### src/shared/fgr_pkg.sv
// Purpose: constants and types for the fine granularity refresh logic
// Assumes: 125 MHz core clock
// Notes:   refresh times held in ns, cycle counts derived
`default_nettype none
package fgr_pkg;

  // ************************************************************
  // granularity field codes (mode register bits 8:6)
  // ************************************************************
  typedef enum logic [2:0] {
    FGR_FIX1X = 3'h0,
    FGR_FIX2X = 3'h1,
    FGR_FIX4X = 3'h2,
    FGR_OTF2X = 3'h5,
    FGR_OTF4X = 3'h6
  } fgr_mode_e;

  typedef enum logic [1:0] {
    FGR_RATE1X = 2'h0,
    FGR_RATE2X = 2'h1,
    FGR_RATE4X = 2'h2
  } fgr_rate_e;

  localparam logic [2:0] FGR_MODE_RST = 3'h0;
  localparam int         FGR_FLD_LO   = 6;
  localparam int         FGR_FLD_HI   = 8;
  localparam int         FGR_TCR_BIT  = 3;
  localparam int         FGR_TEMP_BIT = 2;

  // ************************************************************
  // timing
  // ************************************************************
  localparam int FGR_CLK_PS     = 8000;
  localparam int FGR_REFI_NS    = 7800;
  // tRFC per rate (1x,2x,4x) per density (2Gb,4Gb,8Gb), ns
  localparam int FGR_RFC1_NS [3] = '{160, 260, 350};
  localparam int FGR_RFC2_NS [3] = '{110, 160, 260};
  localparam int FGR_RFC4_NS [3] = '{90, 110, 160};

  // least time rounds up
  function automatic logic [7:0] fgr_cyc(input int ns);
    fgr_cyc = 8'((ns * 1000 + FGR_CLK_PS - 1) / FGR_CLK_PS);
  endfunction : fgr_cyc

  localparam logic [15:0] FGR_REFI_CYC = 16'(FGR_REFI_NS * 1000 / FGR_CLK_PS);

  // refresh command as seen on the command decode
  typedef struct packed {
    logic valid;
    logic bg0;
  } fgr_refcmd_s;

endpackage : fgr_pkg

`default_nettype wire

### src/hdl/fgr_refresh.sv
// Purpose: device-side refresh granularity decode and bookkeeping
// Assumes: commands already decoded, one cycle strobes, sync inputs
// Notes:   flags mark controller slips; the device never refuses self-refresh entry
`timescale 1ns/1ns
`default_nettype none

module fgr_refresh
  import fgr_pkg::*;
(
  input  wire  logic        CLK_IN,
  input  wire  logic        RST_IN,
  input  wire  logic        MR3_WR_IN,
  input  wire  logic        MR4_WR_IN,
  input  wire  logic [13:0] MR_DATA_IN,
  input  wire  fgr_refcmd_s REF_IN,
  input  wire  logic        SRE_IN,
  input  wire  logic        SRX_IN,
  input  wire  logic        HOT_IN,
  input  wire  logic [1:0]  DENSITY_IN,
  output logic [2:0]        MODE_OUT,
  output logic [1:0]        RATE_OUT,
  output logic [15:0]       REFI_CYC_OUT,
  output logic [7:0]        RFC_CYC_OUT,
  output logic              BUSY_OUT,
  output logic              SR_ACTIVE_OUT,
  output logic [2:0]        EXTRA_OUT,
  output logic              TCR_EN_OUT,
  output logic              TCR_EXT_OUT,
  output logic              ERR_RSVD_OUT,
  output logic              ERR_TYPE_OUT,
  output logic              ERR_COUNT_OUT,
  output logic              ERR_TCR_OUT
);

  // ************************************************************
  // mode register state
  // ************************************************************
  logic [2:0] mode_ff;
  logic [1:0] rate_ff;
  logic       tcr_en_ff;
  logic       tcr_ext_ff;
  logic [1:0] frac_cnt_ff;
  logic [2:0] extra_ff;
  logic       sr_ff;
  logic [7:0] busy_cnt_ff;
  logic [7:0] rfc_cyc;
  logic       err_rsvd_ff;
  logic       err_type_ff;
  logic       err_count_ff;
  logic       err_tcr_ff;

  logic [2:0] wr_code;
  logic       code_ok;
  logic [1:0] code_rate;
  logic       otf;
  logic [1:0] ref_rate;
  logic       type_ok;
  logic       rate_chg;
  logic       frac_bad;
  logic [1:0] dens;

  assign wr_code = MR_DATA_IN[FGR_FLD_HI:FGR_FLD_LO];
  assign dens    = (DENSITY_IN > 2'h2) ? 2'h2 : DENSITY_IN;

  always_comb begin
    code_ok   = 1'b1;
    code_rate = FGR_RATE1X;
    unique case (wr_code)
      FGR_FIX1X: code_rate = FGR_RATE1X;
      FGR_FIX2X, FGR_OTF2X: code_rate = FGR_RATE2X;
      FGR_FIX4X, FGR_OTF4X: code_rate = FGR_RATE4X;
      default: code_ok = 1'b0;
    endcase
  end

  assign otf = mode_ff[2];
  assign ref_rate = (otf && !REF_IN.bg0) ? FGR_RATE1X :
                    (mode_ff == FGR_FIX1X) ? FGR_RATE1X :
                    (mode_ff == FGR_FIX2X || mode_ff == FGR_OTF2X) ? FGR_RATE2X : FGR_RATE4X;
  // on-the-fly refresh in fixed 1x mode is the wrong type
  assign type_ok  = otf || !REF_IN.bg0 || mode_ff != FGR_FIX1X;
  // same rate is not a change
  assign rate_chg = code_ok && code_rate != rate_ff;
  assign frac_bad = (rate_ff == FGR_RATE2X) ? frac_cnt_ff[0] :
                    (rate_ff == FGR_RATE4X) ? (frac_cnt_ff != 2'h0) : 1'b0;

  always_ff @(posedge CLK_IN) begin
    if (RST_IN) begin
      mode_ff <= FGR_MODE_RST;
      rate_ff <= FGR_RATE1X;
    end else if (MR3_WR_IN && code_ok) begin
      mode_ff <= wr_code;
      rate_ff <= code_rate;
    end else if (REF_IN.valid && !sr_ff && otf) begin
      rate_ff <= ref_rate;
    end
  end

  always_ff @(posedge CLK_IN) begin
    if (RST_IN) begin
      tcr_en_ff  <= 1'b0;
      tcr_ext_ff <= 1'b0;
    end else if (MR4_WR_IN) begin
      tcr_en_ff  <= MR_DATA_IN[FGR_TCR_BIT];
      tcr_ext_ff <= MR_DATA_IN[FGR_TEMP_BIT];
    end
  end

  // ************************************************************
  // fractional refresh counter and self refresh
  // ************************************************************
  always_ff @(posedge CLK_IN) begin
    if (RST_IN) begin
      frac_cnt_ff <= 2'h0;
    end else if (MR3_WR_IN || SRX_IN) begin
      frac_cnt_ff <= 2'h0;
    end else if (REF_IN.valid && !sr_ff) begin
      frac_cnt_ff <= (ref_rate == FGR_RATE1X) ? 2'h0 : frac_cnt_ff + 2'h1;
    end
  end

  // entry never refused
  always_ff @(posedge CLK_IN) begin
    if (RST_IN) begin
      sr_ff <= 1'b0;
    end else if (SRE_IN) begin
      sr_ff <= 1'b1;
    end else if (SRX_IN) begin
      sr_ff <= 1'b0;
    end
  end

  // extra refreshes owed after exit; these also advance the fractional counter
  always_ff @(posedge CLK_IN) begin
    if (RST_IN) begin
      extra_ff <= 3'h0;
    end else if (SRE_IN && !sr_ff) begin
      if (rate_ff == FGR_RATE2X && frac_cnt_ff[0]) begin
        extra_ff <= 3'h2;
      end else if (rate_ff == FGR_RATE4X && frac_cnt_ff != 2'h0) begin
        extra_ff <= 3'h4;
      end else begin
        extra_ff <= 3'h0;
      end
    end else if (REF_IN.valid && !sr_ff && extra_ff != 3'h0) begin
      extra_ff <= (ref_rate == FGR_RATE1X) ? 3'h0 : extra_ff - 3'h1;
    end
  end

  // ************************************************************
  // refresh cycle time
  // ************************************************************
  always_comb begin
    unique case (ref_rate)
      FGR_RATE2X: rfc_cyc = fgr_cyc(FGR_RFC2_NS[dens]);
      FGR_RATE4X: rfc_cyc = fgr_cyc(FGR_RFC4_NS[dens]);
      default:    rfc_cyc = fgr_cyc(FGR_RFC1_NS[dens]);
    endcase
  end

  always_ff @(posedge CLK_IN) begin
    if (RST_IN) begin
      busy_cnt_ff <= 8'h00;
    end else if (REF_IN.valid && !sr_ff) begin
      busy_cnt_ff <= rfc_cyc;
    end else if (busy_cnt_ff != 8'h00) begin
      busy_cnt_ff <= busy_cnt_ff - 8'h01;
    end
  end

  // ************************************************************
  // sticky protocol flags, cleared only by reset
  // ************************************************************
  always_ff @(posedge CLK_IN) begin
    if (RST_IN) begin
      err_rsvd_ff  <= 1'b0;
      err_type_ff  <= 1'b0;
      err_count_ff <= 1'b0;
      err_tcr_ff   <= 1'b0;
    end else begin
      if (MR3_WR_IN && !code_ok) err_rsvd_ff <= 1'b1;
      if (REF_IN.valid && !sr_ff && !type_ok) err_type_ff <= 1'b1;
      if (MR3_WR_IN && rate_chg && frac_bad) err_count_ff <= 1'b1;
      if (REF_IN.valid && !sr_ff && otf && !REF_IN.bg0 && frac_bad && extra_ff == 3'h0)
        err_count_ff <= 1'b1;
      if (tcr_en_ff && mode_ff != FGR_FIX1X) err_tcr_ff <= 1'b1;
    end
  end

  // ************************************************************
  // outputs
  // ************************************************************
  always_comb begin
    unique case (rate_ff)
      FGR_RATE2X: REFI_CYC_OUT = FGR_REFI_CYC >> 1;
      FGR_RATE4X: REFI_CYC_OUT = FGR_REFI_CYC >> 2;
      default:    REFI_CYC_OUT = FGR_REFI_CYC;
    endcase
    if (HOT_IN) REFI_CYC_OUT = REFI_CYC_OUT >> 1;
  end

  assign MODE_OUT      = mode_ff;
  assign RATE_OUT      = rate_ff;
  assign RFC_CYC_OUT   = busy_cnt_ff;
  assign BUSY_OUT      = busy_cnt_ff != 8'h00;
  assign SR_ACTIVE_OUT = sr_ff;
  assign EXTRA_OUT     = extra_ff;
  assign TCR_EN_OUT    = tcr_en_ff;
  assign TCR_EXT_OUT   = tcr_ext_ff;
  assign ERR_RSVD_OUT  = err_rsvd_ff;
  assign ERR_TYPE_OUT  = err_type_ff;
  assign ERR_COUNT_OUT = err_count_ff;
  assign ERR_TCR_OUT   = err_tcr_ff;

  // ************************************************************
  // checks
  // ************************************************************
  a_reset_mode: assert property (@(posedge CLK_IN) RST_IN |=> mode_ff == FGR_FIX1X)
    else $error("mode not fixed 1x after reset");
  a_otf_rate: assert property (@(posedge CLK_IN) disable iff (RST_IN)
    (REF_IN.valid && !sr_ff && otf && !MR3_WR_IN && !REF_IN.bg0) |=> rate_ff == FGR_RATE1X)
    else $error("bg0 low did not give 1x");
  a_busy_len: assert property (@(posedge CLK_IN) disable iff (RST_IN)
    (REF_IN.valid && !sr_ff) |=> busy_cnt_ff == $past(rfc_cyc))
    else $error("busy count wrong");
  a_busy_hold: assert property (@(posedge CLK_IN) disable iff (RST_IN)
    (REF_IN.valid && !sr_ff && rfc_cyc > 8'h02) |=> BUSY_OUT [*2])
    else $error("busy dropped early");
  a_rsvd_flag: assert property (@(posedge CLK_IN) disable iff (RST_IN)
    (MR3_WR_IN && !code_ok) |=> ERR_RSVD_OUT && $stable(mode_ff))
    else $error("reserved code accepted");
  a_frac_clr: assert property (@(posedge CLK_IN) disable iff (RST_IN)
    (MR3_WR_IN || SRX_IN) |=> frac_cnt_ff == 2'h0)
    else $error("counter not cleared");
  a_sr_accept: assert property (@(posedge CLK_IN) disable iff (RST_IN)
    SRE_IN |=> SR_ACTIVE_OUT)
    else $error("self refresh refused");
  a_extra_4x: assert property (@(posedge CLK_IN) disable iff (RST_IN)
    (SRE_IN && !sr_ff && rate_ff == FGR_RATE4X && frac_cnt_ff != 2'h0) |=> extra_ff == 3'h4)
    else $error("extra 4x not requested");
  a_hot_refi: assert property (@(posedge CLK_IN) disable iff (RST_IN)
    (HOT_IN && rate_ff == FGR_RATE1X) |-> REFI_CYC_OUT == (FGR_REFI_CYC >> 1))
    else $error("hot interval not halved");
  a_tcr_flag: assert property (@(posedge CLK_IN) disable iff (RST_IN)
    (tcr_en_ff && mode_ff != FGR_FIX1X) |=> ERR_TCR_OUT)
    else $error("temperature refresh misuse not flagged");

endmodule : fgr_refresh

`default_nettype wire

### config.mk
export PLATFORM = sky130hd
export DESIGN_NAME = fgr_refresh
export DESIGN_NICKNAME = d
export VERILOG_FILES = /design/src/shared/fgr_pkg.sv /design/src/hdl/fgr_refresh.sv
export SDC_FILE = /design/constraint.sdc
export NUM_CORES = 1
export LEC_CHECK = 0
export BUFFER_PORTS_ARGS = -buffer_cell sky130_fd_sc_hd__buf_2
export CAP_MARGIN = 20
export CORE_ASPECT_RATIO = 0.5
export CORE_MARGIN = 2
export CORE_UTILIZATION = 35
export DETAILED_ROUTE_END_ITERATION = 12
export SKIP_CTS_REPAIR_TIMING = 1
export SLEW_MARGIN = 20
export SYNTH_ARGS = -nofsm -noshare
export SYNTH_HDL_FRONTEND = slang
export SYNTH_SLANG_ARGS = --single-unit
export TNS_END_PERCENT = 30
### constraint.sdc
create_clock -name CLK_IN -period 4.73 [get_ports CLK_IN]
set_clock_uncertainty 0.2 [all_clocks]
set_input_delay 0.2365 -clock CLK_IN [delete_from_list [all_inputs] [get_ports CLK_IN]]
set_output_delay 0.2365 -clock CLK_IN [all_outputs]
set_load 0.005 [all_outputs]
; Word level (Yosys, flattened, before mapping)
; Cells that the tools add are included.
[totals]
output_inout_bits = 40
wordCells = 117
reg_bits = 25
in_bits = 25
[op_classes]
muxes = 34
order_cmp = 2
mul = 3
add_sub_neg = 9
eq_ne = 11
reduce_logical = 42
div_mod_pow = 3
n_bitwise = 1
[op_table]
columns = cell, count
row1 = binary-select mux 32 bit (select 2 bit), 3
row2 = 2-to-1 mux 32 bit, 6
row3 = "adder 32 x 14 -> 32 bit, second input constant", 3
row4 = "divider 32 x 14 -> 32 bit, second input constant", 3
row5 = "multiplier 32 x 8 -> 29 bit, second input constant", 3
row6 = "subtractor 32 x 2 -> 32 bit, second input constant", 3
row7 = one-hot mux 10 bit (2 select lines), 1
row8 = logical AND 1 bit, 17
row9 = 2-to-1 mux 16 bit, 1
row10 = 2-to-1 mux 8 bit, 2
row11 = one-hot mux 8 bit (2 select lines), 1
row12 = 2-to-1 mux 3 bit, 5
row13 = 2-to-1 mux 2 bit, 7
row14 = nonzero test 2 bit, 6
row15 = "equality test 3 bit, second input constant", 3
row16 = logical NOT 3 bit, 3
row17 = nonzero test 8 bit, 1
row18 = "subtractor 8 x 1 -> 8 bit, second input constant", 1
row19 = 2-to-1 mux 1 bit, 7
row20 = "equality test 3 x 1 -> 1 bit, second input constant", 2
row21 = nonzero test 3 bit, 2
row22 = OR reduction 2 bit, 3
row23 = OR reduction 5 bit, 1
row24 = "equality test 2 x 1 -> 1 bit, second input constant", 2
row25 = 12 further kinds, 19

; Logic depth before layout (Yosys ltp)
[depth]
word_depth = 12
depth_mapped = 23
depth_no_buf = 20

; Worst setup path before layout
; No wires, ideal clock.
[synth_timing]
path_type = input-to-reg
from = in DENSITY_IN[1]
to = reg busy_cnt_ff[0], in the netlist RFC_CYC_OUT[0]
required_ps = 4410
path_buffers = 3
arrival_ps = 4069
path_stages = 21
slack_ps = 341
setup_time_ps = 120
cell_sequence = buf_4 nor2_1 inv_1 ha_1 nor2_1 ha_1 a211oi_2 mux2i_4 xor2_1 o31ai_2 a22oi_2 or3_1 buf_2 and2_1 buf_2 xnor2_1 ha_1 a2bb2oi_1 nor2b_1 nand4_1 nand3_1
[synth_via]
elab_chain_len = 12
elab_cells_between_ends = 26
classes_between = add/sub: 6 / mul: 3 / div: 3 / order compare: 1 / mux: 12 / bitwise: 1
[synth_lines]
columns = element, line_no
row1 = start: declaration, fgr_refresh.sv:19  ; input wire logic [1:0] DENSITY_IN,
row2 = greater-than comparator 2 bit, fgr_refresh.sv:63  ; assign dens = (DENSITY_IN > 2'h2) ? 2'h2 : DENSITY_IN;
row3 = 2-to-1 mux 2 bit (*), fgr_refresh.sv:63
row4 = NOT 2 -> 3 bit (not written as such) (*), "fgr_refresh.sv:155, fgr_refresh.sv:156, fgr_refresh.sv:157"
row5 = binary-select mux 32 bit (select 2 bit) (on tied branches), "fgr_refresh.sv:157, fgr_refresh.sv:155, fgr_refresh.sv:156"
row6 = 2-to-1 mux 32 bit (on tied branches) (2 in series), "fgr_refresh.sv:157, fgr_refresh.sv:155, fgr_refresh.sv:156"
row7 = multiplier 32 x 8 -> 29 bit, fgr_pkg.sv:42  ; fgr_cyc = 8'((ns * 1000 + FGR_CLK_PS - 1) / FGR_CLK_PS);
row8 = adder 32 x 14 -> 32 bit, fgr_pkg.sv:42
row9 = subtractor 32 x 2 -> 32 bit, fgr_pkg.sv:42
row10 = divider 32 x 14 -> 32 bit, fgr_pkg.sv:42
row11 = one-hot mux 8 bit (2 select lines) (*), fgr_refresh.sv:154  ; unique case (ref_rate)
row12 = 2-to-1 mux 8 bit (*), fgr_refresh.sv:164  ; end else if (REF_IN.valid && !sr_ff) begin
row13 = end signal: assignment, fgr_refresh.sv:165  ; busy_cnt_ff <= rfc_cyc;
row14 = end signal: assignment, fgr_refresh.sv:167  ; busy_cnt_ff <= busy_cnt_ff - 8'h01;
row15 = end: declaration, fgr_refresh.sv:45  ; logic [7:0] busy_cnt_ff;
; Mark *: on every way between the ends. The rest lies on a longest branch, timed or not. The select of a mux whose other input is x is not followed.
; A chain may end at the register's enable or synchronous reset.

; Worst setup path after layout
[layout_timing]
from = in DENSITY_IN[1]
to = reg busy_cnt_ff[1], in the netlist RFC_CYC_OUT[1]
; The elaborated chain is that of the path after synthesis.

==> run metrics <==
Initial Utilization 0.358; Max rail drop VDD about 0.14 mV; GRT Overall Usage 0.165; Via-to-Cell Ratio 5.36; Crit Path Max Fanout 10; Mapped Avg Cell Area 7.32 um^2; DRC 0; sequential area share after synthesis 0.175; CP Data Required Time approximately 4700 ps; Hold Path Depth 3; number of distinct library cells after synthesis 72; worst min path class input port to register; ANT nets after route 0; Leak roughly 1.4 nW; Worst Max-Slew Pin Slew 1060 ps; clk buf depth 2; layout cells sized above 1 0.189; Setup crit start kind input port; outcome finished, violations left; post-route clock period utilization 0.913; P_sw roughly 370 uW; ys async rst share 0; n_diodes 0; RSZ-0062 raised after global routing no; Max-Cap Viols 0; Via Count around 3000; number of iterations in the first detailed-routing pass 4; Reg-to-Reg End RFC_CYC_OUT[1]$_SDFFE_PP0P_; failing checks hold timing; grt ovf 0; Pint 562 uW; worst hold path endpoint SR_ACTIVE_OUT$_SDFFE_PP0P_; Initial DRC Count 225; Layout area overhead 16.1%; min-delay src SRE_IN; Crit. End Element register; clock share of power 0.202; Yosys Warn Count 0; clock transition at the registers of the reported paths 60 ps; reg2reg start MODE_OUT[2]$_SDFFE_PP0P_; Tmin final 4320 ps; sequential power share 0.284; register area 500 um^2; Worst Hold Margin -1.14 ps; synth top area cells dfxtp_1 18%, ha_1 8.8%, nor2_1 6.0%, nand2_1 4.1%, a21oi_1 3.7%; Post-Route WL 7260 um; largest net degree at the start of global routing 27; Rows 23; core area roughly 8000 um^2; CTS root buf clkbuf_16; Num CTS Buffers 3; Util after Layout 0.416; final slew viol count 0; Final #Nets 485; IO Pins 65; arrival time of the worst setup path 4280 ps; Die Span X roughly 130 um; number of synthesized flops with an enable pin 0; Post-Syn Area 2860 um^2; die height 67.9 um; clk sink count 25; #FFs+latches synth 25; area of the die 8940 um^2; CTS tree built; Primary FF master, synth dfxtp_1; number of global-route vias before repair about 2700; DR WL/cell between 10 and 15 um; IO Port Bufs 47; flop2flop setup slack about 540 ps; Final Hold Fails 1; Setup TNS 0 ps; Yosys top cell area share 0.175; slew margin rel. 0.293; Combinational Power Share 0.514; RD Place Congestion 0.889; power density over the cells 282 nW/um^2; critical path type input port to register; leading area contributor after synthesis dfxtp_1; fin area 3320 um^2; fmax between 200 and 250 MHz; placed cell area 3220 um^2; Synth Instances just under 400; Skew-Pair Late Insertion Delay 260 ps; reg2reg path depth 17; Multi-input gate area 2170 um^2; antenna violations before repair 0; # fillers 851; CTS H-tree lvls 1; dpl hpwl approximately 5600 um; first-pass GRT wire length 12400 um; Final setup viols 0; net switching fraction of the power 0.399
flip-flops by register name, indices dropped and copies added (netlist names):
| signal | count |
|---|---|
| RFC_CYC_OUT | 8 |
| EXTRA_OUT | 3 |
| MODE_OUT | 3 |
| RATE_OUT | 2 |
| frac_cnt_ff | 2 |
| ERR_COUNT_OUT | 1 |
| ERR_RSVD_OUT | 1 |
| ERR_TCR_OUT | 1 |
| ERR_TYPE_OUT | 1 |
| SR_ACTIVE_OUT | 1 |
| TCR_EN_OUT | 1 |
| TCR_EXT_OUT | 1 |
per-stage QoR:
stage / hold slack (ps) / setup slack [ps] / total power [mW] / std cells
finish: -1.14 / 413 / 0.934 / 551
global route: 44.4 / 30.0 / 1.01 / 551
CTS: -8.51 / 411 / 0.936 / 550
detailed placement: 261 / 154 / 0.743 / 546
global placement: 251 / 229 / 0.740 / 546
floorplan: 115 / 341 / 0.621 / 401
logic make-up (layout without fill, tap and decap cells):
| logic type | Yosys count | after routing | share of synthesized area |
|---|---|---|---|
| buffers and inverters | 49 | 87 | 0.0802 |
| muxes | 13 | 13 | 0.0534 |
| DFF | 25 | 25 | 0.175 |
| adders and majority gates | 21 | 21 | 0.0911 |
| AOI/OAI and AO/OA | 106 | 106 | 0.276 |
| other | 2 | 13 | 0.00263 |
| xor gates and xnor gates | 10 | 10 | 0.0333 |
| and+or+nand+nor | 164 | 164 | 0.288 |
worst max-delay path, stage by stage:
cell and delay, ps:
buf_2 170, nor2_1 240, inv_1 130, ha_1 300
nor2_1 40, ha_1 200, a211oi_2 300, mux2i_4 420
mux2i_1 350, a21oi_1 170, a311oi_2 330, o21ai_0 220
and2_1 230, xnor2_1 140, ha_1 160, a2bb2oi_1 250
nand4_1 120, a311oi_1 270
Yosys cell counts, drive strengths merged (5+ instances only):
library cell and count:
a21boi 6, mux2i 11, clkbuf 12, nor2 46, and2 5, and3 7
a22oi 6, o21ai 16, a21oi 22, nand2b 9, nor3 12, a311oi 5
buf 15, o31ai 6, nor2b 13, xnor2 7, ha 20, inv 22
dfxtp 25, a211oi 7, nand2 31, nand3 17, a31oi 6
cell type report:
cell class,count,share of cell area
sequential,25,0.151
inverter,22,0.0249
clock inverter,1,0.00226
tap,112,0.0422
multi-input combinational,327,0.654
timing repair buffer,61,0.103
clock buffer,3,0.0226
cell usage in the layout (no fill, tap or decap), types with 4 or more instances in the layout:
cell	n
buf_2	47
nor2_1	46
nand2_1	31
dfxtp_1	25
inv_1	21
a21oi_1	21
ha_1	20
nand3_1	17
o21ai_0	15
nor2b_1	13
conb_1	13
buf_4	13
nor3_1	12
nand2b_1	9
mux2i_1	9
and3_1	7
a211oi_1	6
xnor2_1	6
and2_1	5
a21boi_0	5
a31oi_1	5
a22oi_1	5
nand4_1	4
or3_1	4
a311oi_1	4
o21a_1	4
o31ai_1	4
nor4_1	4
how the worst max path moves through the flow:
stage                                        to           from  cells past startpoint
floorplan           RFC_CYC_OUT[0]$_SDFFE_PP0P_  DENSITY_IN[1]                     21
global placement    RFC_CYC_OUT[0]$_SDFFE_PP0P_  DENSITY_IN[1]                     19
detailed placement  RFC_CYC_OUT[1]$_SDFFE_PP0P_  DENSITY_IN[1]                     18
CTS                 RFC_CYC_OUT[1]$_SDFFE_PP0P_  DENSITY_IN[1]                     18
global route        RFC_CYC_OUT[1]$_SDFFE_PP0P_  DENSITY_IN[1]                     18
finish              RFC_CYC_OUT[1]$_SDFFE_PP0P_  DENSITY_IN[1]                     18
per-layer routing:
layer  GRT usage  routed length (um)  up-vias
met5           0                   0        -
met4      0.0340                  60        0
met3      0.0133                 366        6
met2       0.301                3260       82
met1       0.219                3570     1369
li1            -                   -     1497
power groups by stage:
stage                     clock, mW  combinational, mW  sequential (mW)
after floorplan                   0              0.354            0.266
after global placement            0              0.472            0.268
after detailed placement          0              0.475            0.268
after CTS                     0.195              0.477            0.264
after global routing          0.202              0.542            0.270
final                         0.189              0.480            0.265
(Power assumes the default switching activity.)
